<file path="src/ulm_consts.svh">
`ifndef ULM_CONSTS_SVH
`define ULM_CONSTS_SVH

// Register byte offsets.
`define ULM_OFF_CMD      12'h000
`define ULM_OFF_CFG      12'h004
`define ULM_OFF_STATUS   12'h014
`define ULM_OFF_TGUARD   12'h028
`define ULM_OFF_RATIO    12'h040
`define ULM_OFF_IRFILT   12'h04c

// Command bits.
`define ULM_CMD_TXEN     6
`define ULM_CMD_TXDIS    7
`define ULM_CMD_TR_ON    16
`define ULM_CMD_TR_OFF   17

// Configuration field positions.
`define ULM_CFG_MODE_LSB 0
`define ULM_CFG_CHM_LSB  14

// Line mode encodings.
`define ULM_MODE_NORMAL  4'h0
`define ULM_MODE_DRIVER  4'h1
`define ULM_MODE_MODEM   4'h3
`define ULM_MODE_IR      4'h8

// Status bit positions.
`define ULM_ST_TXRDY     1
`define ULM_ST_TX_DONE   9
`define ULM_ST_BELL_CHG  16
`define ULM_ST_RIN       20

// Reset values.
`define ULM_RST_RATIO    11'h174
`define ULM_RST_IRFILT   8'h00

// Infrared pulse width in sixteenths of a bit.
`define ULM_IR_PULSE_16  5'h03
// Highest infrared rate in bits per second.
`define ULM_IR_MAX_BPS   115200

`endif

</file>
<file path="src/ulm_pkg.sv">
package ulm_pkg;
  typedef enum logic [1:0] {
    ULM_CH_NORMAL = 2'h0,
    ULM_CH_ECHO   = 2'h1,
    ULM_CH_LOCAL  = 2'h2,
    ULM_CH_REMOTE = 2'h3
  } ulm_channel_loop_select_t;

  typedef enum logic [2:0] {
    ULM_IRF_IDLE = 3'b001,
    ULM_IRF_CNT  = 3'b010,
    ULM_IRF_HOLD = 3'b100
  } ulm_irf_t;
endpackage : ulm_pkg

</file>
<file path="src/ulm_line_modes.sv">
`timescale 1ns/10ps
`default_nettype none
`include "ulm_consts.svh"

// Function
// Infrared mode sends each zero bit as a pulse of 3/16 bit time.
// That pulse scheme applies at all rates up to 115.2 kbit/s.
// Software picks a baud divisor keeping rate error within 1.87 percent.
// Infrared receive filter is an 8-bit down counter loaded from reload.
// Falling receive edge starts counting down every core clock.
// Rising receive edge stops the counter and reloads it.
// Counter reaching zero forces receiver input low for one bit time.
// Software must program a nonzero clock ratio for infrared operation.
// Line mode 0x1 selects driver-control mode with normal framing.
// In driver-control mode RTS is the inverse of transmitter-empty.
// Driver-control RTS stays high through a programmed timeguard.
// Line mode 0x3 selects modem mode as terminal equipment.
// Release command drives DTR high, assert command drives it low.
// In modem mode the device drives RTS itself.
// Any change on RI, DSR, DCD or CTS sets its change flag.
// The four change flags clear when the status register is read.
// CTS high disables transmitter after the current character finishes.
// Normal channel mode: receive pin to receiver, transmitter to pin.
// Echo mode repeats receive pin on transmit pin; receiver still works.
// Local loopback feeds transmitter to receiver; transmit pin held high.
// Remote loopback joins receive pin to transmit pin, both ends disabled.
// Line mode 0x8 selects infrared modulator and demodulator.
// Channel mode is two bits: normal, echo, local, remote as 0 to 3.
module ulm_line_modes #(
  parameter int DIV_W = 16
) (
  // Clock and reset.
  input  wire logic        CLK,
  input  wire logic        RST,
  // APB slave.
  input  wire logic        PSEL,
  input  wire logic        PENABLE,
  input  wire logic        PWRITE,
  input  wire logic [11:0] PADDR,
  input  wire logic [31:0] PWDATA,
  output logic      [31:0] PRDATA,
  output logic             PREADY,
  output logic             PSLVERR,
  // Serial core side.
  input  wire logic        TX_BIT,
  input  wire logic        TX_BUSY,
  input  wire logic        BIT_TICK,
  input  wire logic        SAMPLE16_TICK,
  output logic             RX_BIT,
  output logic             TX_ENABLE,
  output logic             RX_ENABLE,
  // Line pins.
  input  wire logic        RXD,
  input  wire logic        CTS_N,
  input  wire logic        DSR_N,
  input  wire logic        DCD_N,
  input  wire logic        RI_N,
  output logic             TXD,
  output logic             RTS,
  output logic             DTR_N
);

  logic [3:0]  mode_q;
  logic [1:0]  chm_q;
  logic [7:0]  irfilt_q;
  logic [10:0] ratio_q;
  logic [7:0]  tguard_q;
  logic        tx_en_q;
  logic        dtr_n_q;
  logic [3:0]  chg_q;
  logic [3:0]  pin_s1_q;
  logic [3:0]  pin_s2_q;
  logic [3:0]  pin_old_q;
  logic        rxd_s1_q;
  logic        rxd_s2_q;
  logic        rxd_old_q;
  logic        tx_run_q;
  logic [7:0]  tg_cnt_q;
  logic [7:0]  irf_cnt_q;
  logic        ir_force_q;
  logic [4:0]  pulse_cnt_q;
  logic        ir_tx_q;
  logic        txd_q;
  logic        rx_bit_q;
  logic        rts_q;
  logic [31:0] prdata_q;
  logic        pready_q;
  logic        pslverr_q;
  logic        tx_ena_q;
  logic        rx_ena_q;
  logic [DIV_W-1:0] per_cnt_q;
  logic [DIV_W-1:0] hold_cnt_q;
  ulm_pkg::ulm_irf_t irf_state_q;

  logic acc;
  logic wr;
  logic rd;
  logic tx_empty;
  logic is_ir;
  logic cts_hi;
  ulm_pkg::ulm_channel_loop_select_t chm;

  assign acc      = PSEL && PENABLE && !pready_q;
  assign wr       = acc && PWRITE;
  assign rd       = acc && !PWRITE;
  assign is_ir    = (mode_q == `ULM_MODE_IR);
  assign chm      = ulm_pkg::ulm_channel_loop_select_t'(chm_q);
  assign cts_hi   = pin_s2_q[3];
  // Timeguard keeps the empty flag low so the driver stays enabled.
  assign tx_empty = !TX_BUSY && (tg_cnt_q == 8'h00);

  // Synchronisers for the asynchronous pins.
  always_ff @(posedge CLK or posedge RST) begin
    if (RST) begin
      pin_s1_q  <= 4'hf;
      pin_s2_q  <= 4'hf;
      pin_old_q <= 4'hf;
      rxd_s1_q  <= 1'b1;
      rxd_s2_q  <= 1'b1;
      rxd_old_q <= 1'b1;
    end else begin
      pin_s1_q  <= {CTS_N, DCD_N, DSR_N, RI_N};
      pin_s2_q  <= pin_s1_q;
      pin_old_q <= pin_s2_q;
      rxd_s1_q  <= RXD;
      rxd_s2_q  <= rxd_s1_q;
      rxd_old_q <= rxd_s2_q;
    end
  end

  // APB slave: one wait state, unmapped addresses answer with an error.
  always_ff @(posedge CLK or posedge RST) begin
    if (RST) begin
      pready_q  <= 1'b0;
      pslverr_q <= 1'b0;
      prdata_q  <= 32'h0000_0000;
    end else begin
      pready_q  <= acc;
      pslverr_q <= 1'b0;
      prdata_q  <= 32'h0000_0000;
      if (acc) begin
        case (PADDR)
          `ULM_OFF_CMD:    pslverr_q <= !PWRITE;
          `ULM_OFF_CFG:    prdata_q  <= {16'h0000, chm_q, 10'h000, mode_q};
          `ULM_OFF_STATUS: prdata_q  <= {8'h00, pin_s2_q[3],
                                         pin_s2_q[2], pin_s2_q[1],
                                         pin_s2_q[0], chg_q[3],
                                         chg_q[2], chg_q[1], chg_q[0],
                                         6'h00, tx_empty, 7'h00,
                                         tx_en_q, 1'b0};
          `ULM_OFF_TGUARD: prdata_q  <= {24'h000000, tguard_q};
          `ULM_OFF_RATIO:  prdata_q  <= {21'h000000, ratio_q};
          `ULM_OFF_IRFILT: prdata_q  <= {24'h000000, irfilt_q};
          default:         pslverr_q <= 1'b1;
        endcase
      end
    end
  end

  // Configuration registers.
  always_ff @(posedge CLK or posedge RST) begin
    if (RST) begin
      mode_q   <= `ULM_MODE_NORMAL;
      chm_q    <= 2'h0;
      irfilt_q <= `ULM_RST_IRFILT;
      ratio_q  <= `ULM_RST_RATIO;
      tguard_q <= 8'h00;
    end else if (wr) begin
      case (PADDR)
        `ULM_OFF_CFG: begin
          mode_q <= PWDATA[`ULM_CFG_MODE_LSB +: 4];
          chm_q  <= PWDATA[`ULM_CFG_CHM_LSB +: 2];
        end
        `ULM_OFF_TGUARD: tguard_q <= PWDATA[7:0];
        // The ratio is only stored and read back; infrared timing does not use it.
        `ULM_OFF_RATIO:  ratio_q  <= PWDATA[10:0];
        `ULM_OFF_IRFILT: irfilt_q <= PWDATA[7:0];
        default: ;
      endcase
    end
  end

  // Terminal-ready output.
  always_ff @(posedge CLK or posedge RST) begin
    if (RST) begin
      dtr_n_q <= 1'b1;
    end else if (wr && PADDR == `ULM_OFF_CMD) begin
      if (PWDATA[`ULM_CMD_TR_OFF]) begin
        dtr_n_q <= 1'b1;
      end else if (PWDATA[`ULM_CMD_TR_ON]) begin
        dtr_n_q <= 1'b0;
      end
    end
  end

  // Transmitter enable and modem flow control.
  always_ff @(posedge CLK or posedge RST) begin
    if (RST) begin
      tx_en_q <= 1'b0;
    end else if (wr && PADDR == `ULM_OFF_CMD && PWDATA[`ULM_CMD_TXDIS]) begin
      tx_en_q <= 1'b0;
    end else if (wr && PADDR == `ULM_OFF_CMD && PWDATA[`ULM_CMD_TXEN]) begin
      tx_en_q <= 1'b1;
    end
  end

  // Flow-control gate only acts between characters.
  always_ff @(posedge CLK or posedge RST) begin
    if (RST) begin
      tx_run_q <= 1'b0;
    end else if (!TX_BUSY) begin
      tx_run_q <= tx_en_q && !(mode_q == `ULM_MODE_MODEM && cts_hi);
    end
  end

  // Change flags: a new change wins over a status read.
  always_ff @(posedge CLK or posedge RST) begin
    if (RST) begin
      chg_q <= 4'h0;
    end else begin
      for (int i = 0; i < 4; i++) begin
        if (pin_s2_q[i] != pin_old_q[i]) begin
          chg_q[i] <= 1'b1;
        end else if (rd && PADDR == `ULM_OFF_STATUS) begin
          chg_q[i] <= 1'b0;
        end
      end
    end
  end

  // Timeguard count after the last character, in bit periods.
  always_ff @(posedge CLK or posedge RST) begin
    if (RST) begin
      tg_cnt_q <= 8'h00;
    end else if (TX_BUSY) begin
      tg_cnt_q <= tguard_q;
    end else if (BIT_TICK && tg_cnt_q != 8'h00) begin
      tg_cnt_q <= tg_cnt_q - 8'h01;
    end
  end

  // Clocks since the last bit tick. The forced receive low ends when this
  // phase comes round again, so it lasts one whole bit at any divisor.
  always_ff @(posedge CLK or posedge RST) begin
    if (RST) begin
      per_cnt_q <= {DIV_W{1'b0}};
    end else if (BIT_TICK) begin
      per_cnt_q <= {DIV_W{1'b0}};
    end else begin
      per_cnt_q <= per_cnt_q + DIV_W'(1);
    end
  end

  // Infrared modulator: zero bit becomes a 3/16 bit high pulse.
  always_ff @(posedge CLK or posedge RST) begin
    if (RST) begin
      pulse_cnt_q <= 5'h00;
    end else if (BIT_TICK) begin
      pulse_cnt_q <= 5'h00;
    end else if (SAMPLE16_TICK && pulse_cnt_q != 5'h10) begin
      pulse_cnt_q <= pulse_cnt_q + 5'h01;
    end
  end

  always_ff @(posedge CLK or posedge RST) begin
    if (RST) begin
      ir_tx_q <= 1'b0;
    end else begin
      ir_tx_q <= !TX_BIT && (pulse_cnt_q < `ULM_IR_PULSE_16);
    end
  end

  // Infrared receive filter.
  always_ff @(posedge CLK or posedge RST) begin
    if (RST) begin
      irf_state_q <= ulm_pkg::ULM_IRF_IDLE;
      irf_cnt_q   <= 8'h00;
      ir_force_q  <= 1'b0;
      hold_cnt_q  <= {DIV_W{1'b0}};
    end else begin
      case (irf_state_q)
        ulm_pkg::ULM_IRF_IDLE: begin
          irf_cnt_q  <= irfilt_q;
          ir_force_q <= 1'b0;
          if (is_ir && rxd_old_q && !rxd_s2_q) begin
            irf_state_q <= ulm_pkg::ULM_IRF_CNT;
          end
        end
        ulm_pkg::ULM_IRF_CNT: begin
          if (rxd_s2_q && !rxd_old_q) begin
            irf_cnt_q   <= irfilt_q;
            irf_state_q <= ulm_pkg::ULM_IRF_IDLE;
          end else if (irf_cnt_q == 8'h00) begin
            ir_force_q  <= 1'b1;
            hold_cnt_q  <= per_cnt_q;
            irf_state_q <= ulm_pkg::ULM_IRF_HOLD;
          end else begin
            irf_cnt_q <= irf_cnt_q - 8'h01;
          end
        end
        ulm_pkg::ULM_IRF_HOLD: begin
          if (per_cnt_q == hold_cnt_q) begin
            ir_force_q  <= 1'b0;
            irf_state_q <= ulm_pkg::ULM_IRF_IDLE;
          end
        end
        default: irf_state_q <= ulm_pkg::ULM_IRF_IDLE;
      endcase
    end
  end

  // Channel routing and line outputs.
  always_ff @(posedge CLK or posedge RST) begin
    if (RST) begin
      txd_q    <= 1'b1;
      rx_bit_q <= 1'b1;
      tx_ena_q <= 1'b0;
      rx_ena_q <= 1'b1;
    end else begin
      tx_ena_q <= tx_run_q && chm != ulm_pkg::ULM_CH_REMOTE;
      rx_ena_q <= chm != ulm_pkg::ULM_CH_REMOTE;
      case (chm)
        ulm_pkg::ULM_CH_ECHO: begin
          txd_q    <= rxd_s2_q;
          rx_bit_q <= rxd_s2_q;
        end
        ulm_pkg::ULM_CH_LOCAL: begin
          txd_q    <= 1'b1;
          rx_bit_q <= TX_BIT;
        end
        ulm_pkg::ULM_CH_REMOTE: begin
          txd_q    <= rxd_s2_q;
          rx_bit_q <= 1'b1;
        end
        default: begin
          txd_q    <= is_ir ? ir_tx_q : TX_BIT;
          rx_bit_q <= is_ir ? !ir_force_q : rxd_s2_q;
        end
      endcase
    end
  end

  // Request-to-send line.
  always_ff @(posedge CLK or posedge RST) begin
    if (RST) begin
      rts_q <= 1'b0;
    end else if (mode_q == `ULM_MODE_DRIVER) begin
      rts_q <= !tx_empty;
    end else if (mode_q == `ULM_MODE_MODEM) begin
      rts_q <= !tx_en_q;
    end else begin
      rts_q <= 1'b0;
    end
  end

  assign PRDATA    = prdata_q;
  assign PREADY    = pready_q;
  assign PSLVERR   = pslverr_q;
  assign TXD       = txd_q;
  assign RX_BIT    = rx_bit_q;
  assign RTS       = rts_q;
  assign DTR_N     = dtr_n_q;
  assign TX_ENABLE = tx_ena_q;
  assign RX_ENABLE = rx_ena_q;

  a_dtr_release: assert property (@(posedge CLK) disable iff (RST)
    wr && PADDR == `ULM_OFF_CMD && PWDATA[`ULM_CMD_TR_OFF]
    |=> DTR_N) else $error("terminal ready not released");
  a_dtr_assert: assert property (@(posedge CLK) disable iff (RST)
    wr && PADDR == `ULM_OFF_CMD && PWDATA[`ULM_CMD_TR_ON]
    && !PWDATA[`ULM_CMD_TR_OFF] |=> !DTR_N)
    else $error("terminal ready not asserted");
  a_chg_set: assert property (@(posedge CLK) disable iff (RST)
    pin_s2_q[0] != pin_old_q[0] |=> chg_q[0])
    else $error("change flag not set");
  a_chg_clear: assert property (@(posedge CLK) disable iff (RST)
    rd && PADDR == `ULM_OFF_STATUS && pin_s2_q == pin_old_q
    |=> chg_q == 4'h0) else $error("change flags not cleared");
  a_rts_driver: assert property (@(posedge CLK) disable iff (RST)
    mode_q == `ULM_MODE_DRIVER && TX_BUSY |=> RTS)
    else $error("driver enable low while busy");
  a_local_idle: assert property (@(posedge CLK) disable iff (RST)
    chm_q == 2'h2 && $stable(chm_q) |=> TXD)
    else $error("transmit pin not idle in local loop");
  a_echo_path: assert property (@(posedge CLK) disable iff (RST)
    chm_q == 2'h1 |=> TXD == $past(rxd_s2_q))
    else $error("echo path broken");
  a_filter_force: assert property (@(posedge CLK) disable iff (RST)
    irf_state_q == ulm_pkg::ULM_IRF_CNT && irf_cnt_q == 8'h00
    && !(rxd_s2_q && !rxd_old_q) |=> ir_force_q)
    else $error("filter did not force low");
  a_filter_reload: assert property (@(posedge CLK) disable iff (RST)
    irf_state_q == ulm_pkg::ULM_IRF_CNT && rxd_s2_q && !rxd_old_q
    |=> irf_cnt_q == $past(irfilt_q)) else $error("filter not reloaded");
  a_cts_hold: assert property (@(posedge CLK) disable iff (RST)
    TX_BUSY && $past(TX_BUSY) |-> $stable(tx_run_q))
    else $error("enable changed mid character");

endmodule : ulm_line_modes
`default_nettype wire

</file>
<file path="config.mk">
export PLATFORM = sky130hd
export DESIGN_NAME = ulm_line_modes
export DESIGN_NICKNAME = d
export VERILOG_FILES = /design/src/ulm_pkg.sv /design/src/ulm_line_modes.sv
export VERILOG_INCLUDE_DIRS = /design/src
export SDC_FILE = /design/constraint.sdc
export NUM_CORES = 1
export LEC_CHECK = 0
export BUFFER_PORTS_ARGS = -buffer_cell sky130_fd_sc_hd__buf_2
export CAP_MARGIN = 20
export CORE_MARGIN = 2
export CORE_UTILIZATION = 55
export DETAILED_ROUTE_END_ITERATION = 10
export GPL_ROUTABILITY_DRIVEN = 0
export HOLD_SLACK_MARGIN = 0.15
export PLACE_DENSITY = 0.78
export SLEW_MARGIN = 10
export SYNTH_ARGS = -nofsm -noshare
export SYNTH_HDL_FRONTEND = slang
export SYNTH_SLANG_ARGS = --single-unit
</file>
<file path="constraint.sdc">
create_clock -name CLK -period 5.64 [get_ports CLK]
set_clock_uncertainty 0.2 [all_clocks]
set_input_delay 0.846 -clock CLK [delete_from_list [all_inputs] [get_ports CLK]]
set_output_delay 0.846 -clock CLK [all_outputs]
set_load 0.02 [all_outputs]
</file>
; ---- After elaboration in Yosys (flattened, before gate mapping)
; Index checks and enable logic that the tools add are counted.
[totals]
in_bits = 58
wordCells = 156
register_bits = 152
[op_classes]
n_reduce_logical = 53
magnitude_cmp = 1
add_sub_neg = 4
n_mux = 36
eq_ne = 27
n_bitwise = 1
[op_table]
columns = operator, n
row1 = 24-bit one-hot mux with 5 select lines, 1
row2 = 8-bit 2-to-1 mux, 4
row3 = 12-bit by 7-bit equality test with 1-bit output (second input constant), 2
row4 = 24-bit 2-to-1 mux, 1
row5 = 1-bit logical AND, 18
row6 = 2-bit nonzero test, 9
row7 = 1-bit 2-to-1 mux, 17
row8 = 16-bit by 1-bit adder with 16-bit output (second input constant), 1
row9 = 16-bit equality test, 1
row10 = 8-bit logical NOT, 2
row11 = 16-bit 2-to-1 mux, 1
row12 = 8-bit one-hot mux with 2 select lines, 1
row13 = 8-bit by 1-bit subtractor with 8-bit output (second input constant), 2
row14 = 12-bit by 3-bit equality test with 1-bit output (second input constant), 1
row15 = 12-bit by 5-bit equality test with 1-bit output (second input constant), 1
row16 = 12-bit by 6-bit equality test with 1-bit output (second input constant), 1
row17 = 12-bit logical NOT, 1
row18 = 3-bit 2-to-1 mux, 4
row19 = 2-bit AND reduction, 6
row20 = 1-bit logical NOT, 10
row21 = 5-bit 2-to-1 mux, 2
row22 = 2-bit != test (second input constant), 5
row23 = 3-bit one-hot mux with 3 select lines, 1
row24 = 8-bit nonzero test, 1
row25 = 21 further kinds, 29

; ---- Depth between registers and ports, before layout
; Gate-level depths: netlist of run 1.
[logic_depth]
depth_word = 7
depth_mapped = 7
mapped_depth_nobuf = 7

; ---- Worst setup path after synthesis of run 1
; OpenSTA, ideal clock, no wires.
[synth_timing]
path_kind = input to register
startpoint = input PADDR[9]
endpoint = register irfilt_q[0]
setup_time_ps = 125
slack_ps = 2853
path_buffers = 2
required_time_ps = 5315
stages = 5
arrival_time_ps = 2462
path_cell_list = or4_4 buf_6 or4_4 buf_6 mux2_4
[synth_between]
elab_chain_len = 2
[synth_rtl]
columns = item, line_no
row1 = from (decl), ulm_line_modes.sv:39  ; input wire logic [11:0] PADDR,
row2 = 12-bit by 7-bit equality test with 1-bit output, ulm_line_modes.sv:169  ; case (PADDR)
row3 = 2-bit AND reduction (no source line), -
row4 = to (signal assigned), ulm_line_modes.sv:165  ; irfilt_q <= `ULM_RST_IRFILT;
row5 = to (signal assigned), ulm_line_modes.sv:177  ; `ULM_OFF_IRFILT: irfilt_q <= PWDATA[7:0];
row6 = to (decl), ulm_line_modes.sv:65  ; logic [7:0] irfilt_q;
; No other way between the ends.
; A chain may end at the register's enable or synchronous reset.

; ---- Worst setup path after layout of run 1
[layout_timing]
startpoint = input PADDR[9]
endpoint = register ratio_q[10]
[layout_between]
elab_chain_len = 2
[layout_rtl]
columns = item, line_no
row1 = 12-bit by 7-bit equality test with 1-bit output, ulm_line_modes.sv:169
row2 = 2-bit AND reduction (no source line), -
row3 = to (signal assigned), ulm_line_modes.sv:166  ; ratio_q <= `ULM_RST_RATIO;
row4 = to (signal assigned), ulm_line_modes.sv:176  ; `ULM_OFF_RATIO: ratio_q <= PWDATA[10:0];
row5 = to (decl), ulm_line_modes.sv:66  ; logic [10:0] ratio_q;
; No other way between the ends.

==> results of run 1 <==
## cells in the final DEF (no fill, tap or decap), types with 4 or more instances in the layout
master     instances
nand2_1           35
nand3b_1           4
nor3_1            11
xor2_1            11
nand4_1           16
nand3_1            9
inv_1             13
a22oi_1            5
dfrtp_1          116
o21ai_0           27
nand4b_1           4
nand2b_1           5
xnor2_1           28
nor4_1             7
a21oi_1           16
a222oi_1           4
mux2_2            45
mux2_4             8
ha_1               7
clkbuf_16         17
nor2_1            47
a41oi_1            4
nor2b_1            8
conb_1            11
and3_1            15
clkinv_2           4
buf_2             69
dfstp_2           25
## sequential cells by signal (all words and copies together) (netlist names), 5 cells and up
register and flops:
ratio_q 11, hold_cnt_q 16, irf_cnt_q 8, tguard_q 8, per_cnt_q 16, tg_cnt_q 8, irfilt_q 8, pulse_cnt_q 5
PRDATA 21
## power by group through the flow
| stage | clock network [µW] | logic (µW) | registers [µW] |
|---|---|---|---|
| floorplan | 0 | 184 | 1090 |
| global placement | 0 | 230 | 1090 |
| detailed placement | 0 | 246 | 1100 |
| CTS | 1110 | 248 | 1080 |
| global route | 1160 | 278 | 1090 |
| finish | 1090 | 248 | 1080 |
## cell families after synthesis
family          after synthesis  synth area share [%]
mux                          55                  10.1
simple gates                186                  16.5
fa+ha+maj                     7                  1.37
flops                       141                  55.7
other cells                   1                0.0587
buf+inv                      46                  3.76
compound gates               71                  7.15
xor+xnor                     39                  5.35
## metrics by stage
step / worst slack [ps] / utilization, %
detailed placement: 2200 / 59.6
floorplan: 854 / -
finish: 2580 / 64.8
CTS: 2600 / 64.7
global route: 2420 / 64.8
global placement: 2200 / 59.6
## how the worst max path moves through the flow
stage	depth (start not counted)	slack (ps)	end
finish	6	2580	ratio_q[10]
global route	6	2420	ratio_q[1]
CTS	6	2600	ratio_q[10]
detailed placement	6	2200	ratio_q[7]
global placement	6	2200	ratio_q[10]
floorplan	1	850	PRDATA[0]
## final cells by class
class	count	area share, %
tap	143	2.43
clock buffer	21	6.39
clock inverter	10	1.55
timing repair buffer	71	4.86
inverter	14	0.782
sequential	141	48.3
multi-input combinational	369	35.6
## worst max-delay path: cells and delay by family
kind / cells / cell delay, ps
AND/OR/NAND/NOR: 4 / 1800
multiplexers: 1 / 420
buffers and inverters: 1 / 90
## routing by layer
layer | GRT usage, % | up-vias
met1 | 28.9 | 2169
met4 | 10.5 | 0
met3 | 4.74 | 25
met5 | 0 | -
li1 | - | 2046
met2 | 37.7 | 147
==> flow_summary.yaml, run 1 <==
run_status:
  status: "complete, no violations"
power:
  p_leak_uw: 0.00347
  ir_drop_mv: 0.273
  switching_power_uw: 591
  finalPower_uw: 2420
  powerDensity_nw_per_um2: 329
  p_comb_share_pct: 10.2
  power.share.switching_pct: 24.4
  internal_power_uw: 1830
  power_frac_seq_pct: 44.7
  clkPwrFrac_pct: 45.1
final_layout:
  instances_no_fill: 769
  fillers: 869
  seqCellArea_um2: 3560
  nets: 679
  multi_input_area_um2: 2630
  drive_gt1_share_pct: 31.3
  num_antenna_cells: 0
  final_cell_area_um2: 7360
  syn2layout_area_growth_pct: 15.3
route:
  wl_met2_um: 6720
  avgViaCountPerCell: 5.70
  post-route-drc-count: 0
  ant_nets: 0
  dr.pass1.iters: 5
  wl_per_cell_um: 17.3
  wl_met1_um: 5560
  wl_met3_um: 721
  drtIter0Drc: 397
  wl_um: 13300
  top_layer: "met4"
  vias: 4387
grt:
  antenna_found_initial: 0
  grt_pass1_wl_um: 22400
  grt.overflow.total: 0
  grt_max_degree: 88
  grt_pass1_vias: 4553
  grtUsageTotal_pct: 22.8
timing:
  finalHoldViolations: 0
  whs_ps: 156
  rsz0062_at_grt: "no"
  relSlewSlack_pct: 30.3
  period_share_pct: 54.2
  max_freq_mhz: 327
  timing.final.crit_period_ps: 3060
  setup_viol: 0
  worst_pin_slew_ps: 1040
  tns_ps: 0
  slew_viol_final: 0
logic_synthesis:
  yosys_warnings: 0
  ys.flop_type: "dfrtp_1"
  synth_cells: 546
  synth_top_area_cell: "dfrtp_1"
  post-synth-top-area-fraction_pct: 45.4
  synth_edf_count: 0
  ys_seq_elements: 141
  netlist_top_cells_count: "dfrtp_1, nor2_1, mux2_2"
  syn_avg_cell_area_um2: 11.7
  synthTopCellsByArea: "dfrtp_1, dfstp_2, mux2_2"
  syn_area_um2: 6390
  synth_most_common_cell: "dfrtp_1"
  ys_seq_area_share_pct: 55.7
  ys_async_sr_fraction_pct: 100
  synth_cell_type_count: 56
clocking:
  post_cts_resized: 0
  clk_latency_ps: 420
  postCtsSetupRepairBufs: 0
  cts-hold-fix-buffers: 0
  numCtsBuffers: 17
  clkSinkCount: 141
  cts_root_buffer: "clkbuf_16"
  cts_tree: "done"
  clk_pin_slew_ps: 60
  htree_levels: 4
  cts_buffer_depth: 2
critical_path:
  critical_path.slowest_cell: "nor2_1"
  worstSetupPathType: "input pin to flop"
  cp_slowest_stage_delay_ps: 820
  r2r_cells: 4
  r2r_start: "PREADY"
  cp_cell_sequence: "buf_2 > or4_4 > nor3_1 > nand4b_1 > nor2_1 > mux2_2"
  regToRegSetupSlack_ps: 2900
  critPathRequiredTime_ps: 5750
  end_kind: "flop"
  reg2reg_to: "ratio_q[10]"
  startpoint: "PADDR[9]"
  crit_fanout: 11
  critPathLaunchType: "input pin"
  arrival_ps: 3170
floorplan:
  core_um2: 11400
  num_rows: 39
  io_pins: 98
  dieArea_um2: 12500
  die_w_um: 112
  start_util_pct: 56.2
  die-height_um: 112
place:
  dp_cells: 737
  post_dp_cell_area_um2: 6770
  dp_hpwl_um: 8870
  portBuffers: 69
worst_hold_path:
  hp-start: "pin_s1_q[0]"
  hold_path_class: "flop to flop"
  min_to: "pin_s2_q[0]"
  whs_path_depth: 0
flow_run:
  cap_violations: 0
(Power assumes the default switching activity.)
==> inputs of run 2 (changes only) <==
Settings changed: ABC_AREA set to 1, CORE_UTILIZATION 55 to 52, PLACE_DENSITY 0.78 to 0.76.
Clock period 5.64 ns to 2.7 ns, I/O delays scaled along.
==> run 2 against run 1 <==
  * Register-to-register slack got worse by 2400 ps
  * Sequential cell count unchanged
  * Worst setup slack worse by 2100 ps
  * Critical endpoint is now irf_state_q[1]
  * Power increased by 140%
  * Die area is 12% higher
  * Largest power group is now registers
  * Sequential share of layout area fell by 4.5 points
  * Critical path type is now flop to flop
  * Via count increased by 27%
==> flow_summary.yaml, run 2 <==
clocking:
  clk_pin_slew_ps: 60
  cts_tree: "done"
  cts_buffer_depth: 2
  htree_levels: 4
  numCtsBuffers: 17
  clkSinkCount: 141
  cts_root_buffer: "clkbuf_16"
  clk_latency_ps: 420
  post_cts_resized: 0
final_layout:
  fillers: 1073
  final_cell_area_um2: 8120
  syn2layout_area_growth_pct: 19.1
  layout_common_cells: "nand2_1, inv_1, dfrtp_1"
  drive_gt1_share_pct: 18.2
  nets: 992
  num_antenna_cells: 0
  final_core_util_pct: 63.8
  largest_reg_flops: 21
  final_common_cell: "nand2_1"
route:
  wl_met1_um: 6850
  wl_met2_um: 6950
  ant_nets: 0
  drtIter0Drc: 433
  wl_met3_um: 720
  top_layer: "met4"
  dr.pass1.iters: 5
  wl_per_cell_um: 13.3
  post-route-drc-count: 0
  wl_um: 14800
  vias: 5582
  avgViaCountPerCell: 5.02
timing:
  slew_viol_final: 0
  finalHoldViolations: 0
  timing.final.crit_period_ps: 2240
  period_share_pct: 83.0
  worst_pin_slew_ps: 739
  relSlewSlack_pct: 50.6
  layout_setup_ws_ps: 458
  rsz0062_at_grt: "no"
  tns_ps: 0
  setup_viol: 0
  max_freq_mhz: 446
floorplan:
  core_um2: 12700
  dieArea_um2: 14000
  start_util_pct: 53.6
  die-height_um: 118
  io_pins: 98
  num_rows: 41
  die_w_um: 118
place:
  place_ws_ps: 509
  dp_hpwl_um: 9900
  portBuffers: 69
  post_dp_cell_area_um2: 7280
logic_synthesis:
  syn_avg_cell_area_um2: 8.26
  synth_most_common_cell: "nand2_1"
  netlist_top_cells_count: "nand2_1, inv_1, dfrtp_1"
  synthTopCellsByArea: "dfrtp_1, nand2_1, dfstp_2"
  ys_async_sr_fraction_pct: 100
  ys.flop_type: "dfrtp_1"
  syn_area_um2: 6820
  post-synth-top-area-fraction_pct: 42.6
  synth_edf_count: 0
  synth_cells: 825
  synth_top_area_cell: "dfrtp_1"
  synth_cell_type_count: 45
  ys_seq_area_share_pct: 52.2
  ys_seq_elements: 141
  yosys_warnings: 0
flow_run:
  cap_violations: 0
run_status:
  status: "complete, no violations"
power:
  p_comb_share_pct: 20.0
  power_frac_seq_pct: 40.7
  clkPwrFrac_pct: 39.4
  power.share.switching_pct: 29.6
  ir_drop_mv: 0.628
  p_leak_uw: 0.00426
  powerDensity_nw_per_um2: 723
  switching_power_uw: 1740
  internal_power_uw: 4130
critical_path:
  worstSetupPathType: "flop to flop"
  critPathLaunchType: "flop"
  critPathRequiredTime_ps: 2820
  r2r_start: "rxd_old_q"
  crit_fanout: 12
  startpoint: "rxd_old_q"
  cp-endpoint: "irf_state_q[1]"
  r2r_cells: 7
  arrival_ps: 2360
  reg2reg_to: "irf_state_q[1]"
  regToRegSetupSlack_ps: 460
  end_kind: "flop"
grt:
  antenna_found_initial: 0
  grtUsageTotal_pct: 22.3
  grt.overflow.total: 0
  grt_pass1_wl_um: 24700
  grt_max_degree: 97
  grt_pass1_vias: 5225
worst_hold_path:
  hold_path_class: "flop to flop"
## run 2: cell count changes in the layout (fill, tap and decap cells not counted), moves of 24 or more
cell,change
nand3_1,+24
inv_1,+105
mux2_2,-45
xnor2_1,-24
o21ai_0,+25
nor2_1,+61
nand2_1,+170
dlygate4sd3_1,+25
## run 2: worst min-delay path by stage
stage / from / endpoint / slack [ps] / cells past startpoint
2_1_floorplan: pin_s1_q[0] / pin_s2_q[0] / 150 / 0
3_3_place_gp: pin_s1_q[3] / pin_s2_q[3] / 150 / 0
3_5_place_dp: pin_s1_q[0] / pin_s2_q[0] / 150 / 0
4_1_cts: rxd_s1_q / rxd_s2_q / 160 / 0
5_1_grt: pin_s1_q[3] / pin_s2_q[3] / 160 / 0
6_report: rxd_s1_q / rxd_s2_q / 150 / 0
## run 2: through the flow
step           hold WS (ps)  total power, µW  instances
2_1_floorplan           145             3290        835
3_3_place_gp            146             3510       1055
3_5_place_dp            147             3550       1055
4_1_cts                 156             5910       1112
5_1_grt                 161             6240       1112
6_report                154             5870       1112
## run 2: layout make-up
type / instances / area [µm²] / share of cell area, %
Sequential cell: 141 / 3560 / 43.9
Clock buffer: 25 / 505 / 6.23
Inverter: 125 / 477 / 5.87
Tap cell: 172 / 215 / 2.65
Timing Repair Buffer: 97 / 631 / 7.77
Clock inverter: 7 / 85.1 / 1.05
Multi-Input combinational cell: 545 / 2650 / 32.6
## run 2: logic make-up (layout without fill, tap and decap cells)
logic type	count (synthesis)	count (layout)	synth area share [%]
AND/OR/NAND/NOR	392	392	25.5
buffers and inverters	149	254	9.51
flip-flops	141	141	52.2
AO/OA/AOI/OAI	131	131	10.9
adder cells (fa/ha/maj)	7	7	1.29
XOR/XNOR	4	4	0.514
other	1	11	0.0550
## run 2: routing by layer
| metal | vias up | GRT usage, % |
|---|---|---|
| met1 | 2627 | 29.9 |
| met2 | 148 | 35.3 |
| met4 | 0 | 7.96 |
| met5 | - | 0 |
| li1 | 2779 | - |
| met3 | 28 | 5.50 |
## run 2: critical path, stage by stage, from the launching register on
cell and delay, ps:
dfstp_2 530, nor2_1 70, nor2_1 590, inv_1 290, nor2_1 240, a21oi_1 90
nand3_1 90, nand2_1 50
## run 2: repair_timing
item,in CTS,in global routing
hold buffers,25,0
endpoints found under the setup margin,0,0
setup buffers,0,0
hold endpoints to repair,168,0
## run 2: power by group through the flow
| stage | Combinational [µW] | Sequential, µW | Clock [µW] |
|---|---|---|---|
| 6_report | 1170 | 2390 | 2310 |
| 5_1_grt | 1370 | 2410 | 2460 |
| 4_1_cts | 1180 | 2380 | 2350 |
| 3_5_place_dp | 1130 | 2410 | 0 |
| 3_3_place_gp | 1100 | 2410 | 0 |
| 2_1_floorplan | 891 | 2390 | 0 |
